### config.mk
export PLATFORM = sky130hd
export DESIGN_NAME = lcd_duty_and_pin_function_select
export DESIGN_NICKNAME = d
export VERILOG_FILES = /design/src/core/lcd_pin_pkg.sv /design/src/core/lcd_duty_and_pin_function_select.sv
export SDC_FILE = /design/constraint.sdc
export NUM_CORES = 1
export LEC_CHECK = 0
export ABC_AREA = 1
export CORE_AREA = 2 2 90 92
export CTS_BUF_LIST = sky130_fd_sc_hd__clkbuf_8 sky130_fd_sc_hd__clkbuf_16
export DETAILED_ROUTE_END_ITERATION = 8
export DIE_AREA = 0 0 92 94
export DONT_BUFFER_PORTS = 1
export HOLD_SLACK_MARGIN = 0.05
export PLACE_DENSITY_LB_ADDON = 0.15
export SLEW_MARGIN = 20
export SYNTH_ARGS = -nofsm -noshare
export SYNTH_HDL_FRONTEND = slang
export SYNTH_SLANG_ARGS = --single-unit
### constraint.sdc
create_clock -name i_core_clk -period 1.17 [get_ports i_core_clk]
set_input_delay 0.234 -clock i_core_clk [delete_from_list [all_inputs] [get_ports i_core_clk]]
set_output_delay 0.234 -clock i_core_clk [all_outputs]
set_load 0.005 [all_outputs]
### src/core/lcd_pin_pkg.sv
// Constants for the LCD duty and pin function select block
// Functional notes
// Eight bit register, read write, resets zero
// Duty field selects static, half, third, quarter
// Parallel bit repeats active commons on unused; in third duty the code ignores it and holds common 4 low
// Static, parallel clear: only common 1 driven
// Static, parallel set: commons 2-4 copy 1
// Half, parallel clear: commons 1,2 driven only
// Half, parallel set: 4 copies 3, 2 copies 1
// Third duty drives commons 1-3, 4 unused
// Expansion bit muxes segment pins 32 to 29
// Expansion off, codes 0000/0001: pins 32-29 ports
// Segment code enables groups of eight segments
// Expansion on: only code 0000, rest ports
// Software leaves expansion bit at reset value
// Expansion pins carry latch, shift, data, alternation
// Port groups released from LCD driver
package lcd_pin_pkg;
  localparam logic [3:0] LCD_PORT_CONTROL_ADDR = 4'h0;
  localparam logic [3:0] SEGMENT_ENABLE_ADDR = 4'h4;
  localparam logic [3:0] COMMON_ENABLE_ADDR = 4'h8;
  localparam logic [7:0] LCD_PORT_CONTROL_RESET = 8'h00;
  localparam int DUTY_HI_POS = 7;
  localparam int DUTY_LO_POS = 6;
  localparam int PARALLEL_COMMON_POS = 5;
  localparam int EXPANSION_SELECT_POS = 4;
  localparam int SEGMENT_SELECT_MSB = 3;
  localparam logic [1:0] RESP_OKAY = 2'b00;
  localparam logic [1:0] RESP_SLVERR = 2'b10;
  typedef enum logic [1:0] {
    DUTY_STATIC = 2'b00,
    DUTY_HALF = 2'b01,
    DUTY_THIRD = 2'b10,
    DUTY_QUARTER = 2'b11
  } duty_type;
endpackage

### src/core/lcd_duty_and_pin_function_select.sv
// Port control register with common and segment pin multiplexing
//
// The implementer's own choices: the placing of the registers and the AXI4-Lite interface to the registers.
`timescale 1ns/1ps
`default_nettype none
module lcd_duty_and_pin_function_select (
  input wire logic i_core_clk,
  input wire logic i_arst_n,
  input wire logic [3:0] i_awaddr,
  input wire logic i_awvalid,
  output logic o_awready,
  input wire logic [31:0] i_wdata,
  input wire logic [3:0] i_wstrb,
  input wire logic i_wvalid,
  output logic o_wready,
  output logic [1:0] o_bresp,
  output logic o_bvalid,
  input wire logic i_bready,
  input wire logic [3:0] i_araddr,
  input wire logic i_arvalid,
  output logic o_arready,
  output logic [31:0] o_rdata,
  output logic [1:0] o_rresp,
  output logic o_rvalid,
  input wire logic i_rready,
  input wire logic [3:0] i_common_wave,
  input wire logic [31:0] i_segment_wave,
  input wire logic [31:0] i_port_out,
  input wire logic i_expansion_latch_clock,
  input wire logic i_expansion_shift_clock,
  input wire logic i_expansion_serial_data,
  input wire logic i_expansion_alternation,
  output logic [3:0] o_common,
  output logic [31:0] o_segment_pin,
  output logic [31:0] o_segment_enable,
  output lcd_pin_pkg::duty_type o_duty
);
  import lcd_pin_pkg::*;

  // ==================================================
  // Register state
  logic [7:0] lcd_port_control;
  logic [7:0] next_lcd_port_control;
  logic aw_held, next_aw_held, w_held, next_w_held;
  logic [3:0] aw_addr, next_aw_addr;
  logic [7:0] w_byte, next_w_byte;
  logic w_lane0, next_w_lane0;
  logic bvalid, next_bvalid;
  logic [1:0] bresp, next_bresp;
  logic rvalid, next_rvalid;
  logic [31:0] rdata, next_rdata;
  logic [1:0] rresp, next_rresp;
  logic [31:0] seg_en;
  logic [3:0] com_en;
  logic [3:0] com_value;
  logic [31:0] seg_value;
  duty_type duty;
  logic parallel_common_enable, expansion_select;
  logic [3:0] segment_select;

  assign duty = duty_type'(lcd_port_control[DUTY_HI_POS:DUTY_LO_POS]);
  assign parallel_common_enable = lcd_port_control[PARALLEL_COMMON_POS];
  assign expansion_select = lcd_port_control[EXPANSION_SELECT_POS];
  assign segment_select = lcd_port_control[SEGMENT_SELECT_MSB:0];

  // ==================================================
  // Group enable per segment code
  function automatic logic [3:0] group_enable(input logic [3:0] code);
    logic [3:0] g;
    g = 4'h0;
    if (code[3]) begin
      g = 4'hF;
    end else begin
      case (code[2:1])
        2'b01: g = 4'b1000;
        2'b10: g = 4'b1100;
        2'b11: g = 4'b1110;
        default: g = 4'b0000;
      endcase
    end
    return g;
  endfunction

  always_comb begin
    logic [3:0] g;
    g = group_enable(segment_select);
    if (expansion_select) begin
      g = 4'b0000;
    end
    for (int i = 0; i < 32; i++) begin
      seg_en[i] = g[i / 8];
    end
  end

  // ==================================================
  // Common drive per duty
  always_comb begin
    com_value = 4'h0;
    com_en = 4'h0;
    case (duty)
      DUTY_STATIC: begin
        com_value = {4{i_common_wave[0]}};
        com_en = parallel_common_enable ? 4'b1111 : 4'b0001;
      end
      DUTY_HALF: begin
        if (parallel_common_enable) begin
          // Commons 4 and 3 share one wave, commons 2 and 1 the other
          com_value = {i_common_wave[1], i_common_wave[1],
                       i_common_wave[0], i_common_wave[0]};
        end else begin
          com_value = {2'b00, i_common_wave[1:0]};
        end
        com_en = parallel_common_enable ? 4'b1111 : 4'b0011;
      end
      DUTY_THIRD: begin
        com_value = {1'b0, i_common_wave[2:0]};
        com_en = 4'b0111;
      end
      DUTY_QUARTER: begin
        com_value = i_common_wave;
        com_en = 4'b1111;
      end
      default: begin
        com_value = 4'h0;
        com_en = 4'h0;
      end
    endcase
  end

  // ==================================================
  // Segment pin multiplexing
  // Top four pins: latch clock, shift clock, serial data, alternation
  logic [3:0] expansion_value;

  assign expansion_value = {i_expansion_latch_clock, i_expansion_shift_clock,
                            i_expansion_serial_data, i_expansion_alternation};

  // A pin not owned by the segment driver follows the port logic, except the top four when expansion is selected
  generate
    for (genvar gi = 0; gi < 32; gi++) begin : g_seg_mux
      if (gi >= 28) begin : g_top
        assign seg_value[gi] = expansion_select ? expansion_value[gi - 28] :
                               (seg_en[gi] ? i_segment_wave[gi] : i_port_out[gi]);
      end else begin : g_low
        assign seg_value[gi] = seg_en[gi] ? i_segment_wave[gi] : i_port_out[gi];
      end
    end
  endgenerate

  // ==================================================
  // Pin output registers
  logic [3:0] next_common;
  logic [31:0] next_segment_pin;
  logic [31:0] next_segment_enable;
  duty_type next_duty;

  // Unused commons are held low so the panel sees no stray wave
  always_comb begin
    next_common = com_value & com_en;
    next_segment_pin = seg_value;
    next_segment_enable = seg_en;
    next_duty = duty;
  end

  always_ff @(posedge i_core_clk or negedge i_arst_n) begin
    if (!i_arst_n) begin
      o_common <= 4'h0;
      o_segment_pin <= 32'h0000_0000;
      o_segment_enable <= 32'h0000_0000;
      o_duty <= DUTY_STATIC;
    end else begin
      o_common <= next_common;
      o_segment_pin <= next_segment_pin;
      o_segment_enable <= next_segment_enable;
      o_duty <= next_duty;
    end
  end

  // ==================================================
  // Address decode
  // Offsets that answer OKAY; the two status words ignore writes
  function automatic logic addr_known(input logic [3:0] addr);
    return (addr == LCD_PORT_CONTROL_ADDR) || (addr == SEGMENT_ENABLE_ADDR) ||
           (addr == COMMON_ENABLE_ADDR);
  endfunction

  // ==================================================
  // AXI4-Lite slave, write channels
  // Address and data are latched in either order; the answer follows both
  always_comb begin
    next_lcd_port_control = lcd_port_control;
    next_aw_held = aw_held;
    next_w_held = w_held;
    next_aw_addr = aw_addr;
    next_w_byte = w_byte;
    next_w_lane0 = w_lane0;
    next_bvalid = bvalid;
    next_bresp = bresp;
    if (i_awvalid && o_awready) begin
      next_aw_held = 1'b1;
      next_aw_addr = i_awaddr;
    end
    if (i_wvalid && o_wready) begin
      next_w_held = 1'b1;
      next_w_byte = i_wdata[7:0];
      next_w_lane0 = i_wstrb[0];
    end
    if (bvalid && i_bready) begin
      next_bvalid = 1'b0;
    end
    if (aw_held && w_held && !bvalid) begin
      next_aw_held = 1'b0;
      next_w_held = 1'b0;
      next_bvalid = 1'b1;
      next_bresp = RESP_OKAY;
      if (aw_addr == LCD_PORT_CONTROL_ADDR) begin
        if (w_lane0) begin
          next_lcd_port_control = w_byte;
        end
      end else if (!addr_known(aw_addr)) begin
        next_bresp = RESP_SLVERR;
      end
    end
  end

  always_ff @(posedge i_core_clk or negedge i_arst_n) begin
    if (!i_arst_n) begin
      lcd_port_control <= LCD_PORT_CONTROL_RESET;
      aw_held <= 1'b0;
      w_held <= 1'b0;
      aw_addr <= 4'h0;
      w_byte <= 8'h00;
      w_lane0 <= 1'b0;
      bvalid <= 1'b0;
      bresp <= RESP_OKAY;
    end else begin
      lcd_port_control <= next_lcd_port_control;
      aw_held <= next_aw_held;
      w_held <= next_w_held;
      aw_addr <= next_aw_addr;
      w_byte <= next_w_byte;
      w_lane0 <= next_w_lane0;
      bvalid <= next_bvalid;
      bresp <= next_bresp;
    end
  end

  // ==================================================
  // AXI4-Lite slave, read channels
  // One read in flight: arready stays low while rvalid waits
  always_comb begin
    next_rvalid = rvalid;
    next_rdata = rdata;
    next_rresp = rresp;
    if (rvalid && i_rready) begin
      next_rvalid = 1'b0;
    end
    if (i_arvalid && o_arready) begin
      next_rvalid = 1'b1;
      next_rresp = RESP_OKAY;
      case (i_araddr)
        LCD_PORT_CONTROL_ADDR: next_rdata = {24'h00_0000, lcd_port_control};
        SEGMENT_ENABLE_ADDR: next_rdata = seg_en;
        COMMON_ENABLE_ADDR: next_rdata = {28'h000_0000, com_en};
        default: begin
          next_rdata = 32'h0000_0000;
          next_rresp = RESP_SLVERR;
        end
      endcase
    end
  end

  always_ff @(posedge i_core_clk or negedge i_arst_n) begin
    if (!i_arst_n) begin
      rvalid <= 1'b0;
      rdata <= 32'h0000_0000;
      rresp <= RESP_OKAY;
    end else begin
      rvalid <= next_rvalid;
      rdata <= next_rdata;
      rresp <= next_rresp;
    end
  end

  // ==================================================
  // Handshake outputs
  assign o_awready = !aw_held;
  assign o_wready = !w_held;
  assign o_bvalid = bvalid;
  assign o_bresp = bresp;
  assign o_arready = !rvalid;
  assign o_rvalid = rvalid;
  assign o_rdata = rdata;
  assign o_rresp = rresp;
endmodule
`default_nettype wire

==> results.json <==
{
  "syn_area_sq_um": 3580,
  "synth_cells": 399,
  "drive_gt1_share_pct": 23.3,
  "cts_tree": "yes",
  "fill_cells": 646,
  "final-seq-area_sq_um": 2010,
  "portBuffers": 0,
  "drc": 0,
  "end_kind": "register",
  "grt_pass1_vias": 3066,
  "cts_root_buf": "clkbuf_8",
  "synth_seq_cells": 80,
  "grtUsageTotal_pct": 22.1,
  "place_ws_ps": -39.8,
  "fmax_ghz": 0.839,
  "required_ps": 1400,
  "insertedDiodeCount": 0,
  "grt_pass1_wl_microns": 14700,
  "period_minus_slack_ps": 1190,
  "syn_avg_cell_area_sq_um": 8.98,
  "dp_hpwl_microns": 5830,
  "final_common_cell": "nand2_1",
  "setup_violations": 2,
  "drtIter0Drc": 49,
  "synth.top_cells.by_area": "dfrtp_1 (56%), nand2_1 (17%), buf_4 (11%)",
  "holdWs_ps": -432,
  "synth_cell_type_count": 23,
  "core_sq_um": 7610,
  "cts_buffer_depth": 2,
  "ir_worst_vdd_mv": 1.30,
  "skew_ps": 9.64,
  "violations": "hold timing, setup timing",
  "start_kind": "register",
  "grt_setup_unrepaired": "true",
  "start_util_pct": 47.1,
  "status": "finished, violations left",
  "yosysSeqAreaShare_pct": 55.8,
  "cp_max_fo": 8,
  "cts_max_level": 3,
  "setup_ws_ps": -22.6,
  "vias_per_cell": 4.87,
  "final_cell_mix": "nand2_1 (149), dlygate4sd3_1 (85), dfrtp_1 (71)",
  "powerDensity_nw_per_um2": 2040,
  "die-area_sq_um": 8650,
  "num-nets-final": 600,
  "clkSinkCount": 80,
  "num_vias": 2842,
  "hold_viol_final": 80,
  "cts_buffers": 9,
  "yosysTopAreaCellShare_pct": 55.8,
  "drt-total-wl_microns": 9490,
  "fp.dieW_microns": 92,
  "path_class": "reg2reg",
  "pin_count": 234,
  "hold_path.class": "in2async",
  "gp_congestion": 0.769,
  "cp.arrival_ps": 1420,
  "synth.largest_area_cell": "dfrtp_1",
  "min_period_over_period_pct": 102,
  "syn_to_final_growth_pct": 32.8,
  "ant_nets": 0,
  "clk_latency_ps": 350,
  "slew_viol_final": 0,
  "clkTransAtPathRegs_ps": 80,
  "yosysWarnings": 0,
  "gr-total-overflow": 0,
  "num_rows": 32,
  "dr.pass1.iters": 5,
  "p_leak_nw": 2.36,
  "fp.dieH_microns": 94,
  "multi_input_area_sq_um": 1170,
  "drv_cap": 0,
  "tns_ps": -31.0,
  "grt_antenna_before_repair": 0,
  "grt_start_max_net_pins": 81,
  "total_power_mw": 9.73,
  "routedWlPerCell_microns": 16.3
}
-- critical path: stages (launching register included) --
cell and delay (ps):
dfrtp_2 430, inv_2 60, nor2_2 170, buf_6 150, inv_2 80, nand2_1 90, nand2_1 90
-- cells in the mapped netlist (all sizes together) --
| master | count |
|---|---|
| nand2 | 165 |
| dfrtp | 80 |
| a21oi | 3 |
| nor3 | 1 |
| clkbuf | 1 |
| o21ai | 13 |
| conb | 1 |
| inv | 27 |
| buf | 54 |
| mux2 | 12 |
| nand3 | 20 |
| a31oi | 6 |
| nor2 | 16 |
-- flip-flops by register name (all words and copies together) (netlist names) --
register / count
o_segment_pin: 32
o_rdata: 11
lcd_port_control: 8
w_byte: 8
aw_addr: 4
o_common: 4
o_segment_enable: 4
o_duty: 2
aw_held: 1
o_bresp: 1
o_bvalid: 1
o_rresp: 1
o_rvalid: 1
w_held: 1
w_lane0: 1
-- per-stage QoR --
| stage | instance area (sq um) | instances | util, % |
|---|---|---|---|
| 6_report | 4760 | 583 | 62.6 |
| 5_1_grt | 4760 | 583 | 62.6 |
| 4_1_cts | 4590 | 576 | 60.3 |
| 3_5_place_dp | 3550 | 477 | 46.7 |
| 3_3_place_gp | 3550 | 477 | 46.7 |
| 2_1_floorplan | 3590 | 400 | - |
-- final cells by class --
cell class | count | area share [%]
well taps | 102 | 2.68
clock buffers | 10 | 2.89
flip-flops and latches | 80 | 42.3
repair buffers | 121 | 24.5
clock inverters | 5 | 0.710
inverters | 27 | 2.39
multi-input cells | 238 | 24.5
-- metal layers --
| layer | vias up | track usage (%) | wire length, microns |
|---|---|---|---|
| met5 | - | 0 | 0 |
| met4 | 0 | 10.3 | 306 |
| met3 | 31 | 7.06 | 635 |
| met2 | 130 | 40.3 | 5090 |
| met1 | 1332 | 23.2 | 3460 |
| li1 | 1349 | - | - |
-- path summary, 6_finish.rpt --
kind / start / cells after the start / slack [ps] / endpoint
min in group i_core_clk: i_port_out[31] / 2 / 70 / o_segment_pin[31]
worst max register to register: lcd_port_control[3] / 6 / -20 / o_segment_pin[3]
worst min register to register: w_byte[2] / 2 / 470 / lcd_port_control[2]
worst min-delay path: i_arst_n / 0 / -430 / o_duty[1]
worst max-delay path: lcd_port_control[3] / 6 / -20 / o_segment_pin[3]
max in group asynchronous: i_arst_n / 0 / 1470 / o_segment_enable[15]
-- where the power goes --
group          internal [mW]  switching, mW  leakage [nW]  total (mW)
Combinational           1.62           1.70          1.30        3.32
Sequential              3.75          0.879         0.972        4.63
Clock                  0.811          0.970        0.0841        1.78
-- timing repair --
action,in CTS,in global routing
resized for setup,16,38
hold buffers,83,2
endpoints found under the setup margin,71,49
setup buffers,1,5
pin swaps,0,6
hold endpoints to repair,131,81
-- kinds of logic (layout without fill, tap and decap cells) --
kind of cell / Yosys count / count (layout) / synth area share (%)
flip-flops: 80 / 80 / 55.8
multiplexers: 12 / 12 / 3.77
buffers and inverters: 82 / 163 / 14.2
AO/OA/AOI/OAI: 22 / 22 / 3.60
other: 1 / 2 / 0.105
AND/OR/NAND/NOR: 202 / 202 / 22.4
Power figures use the tool's default switching activity.
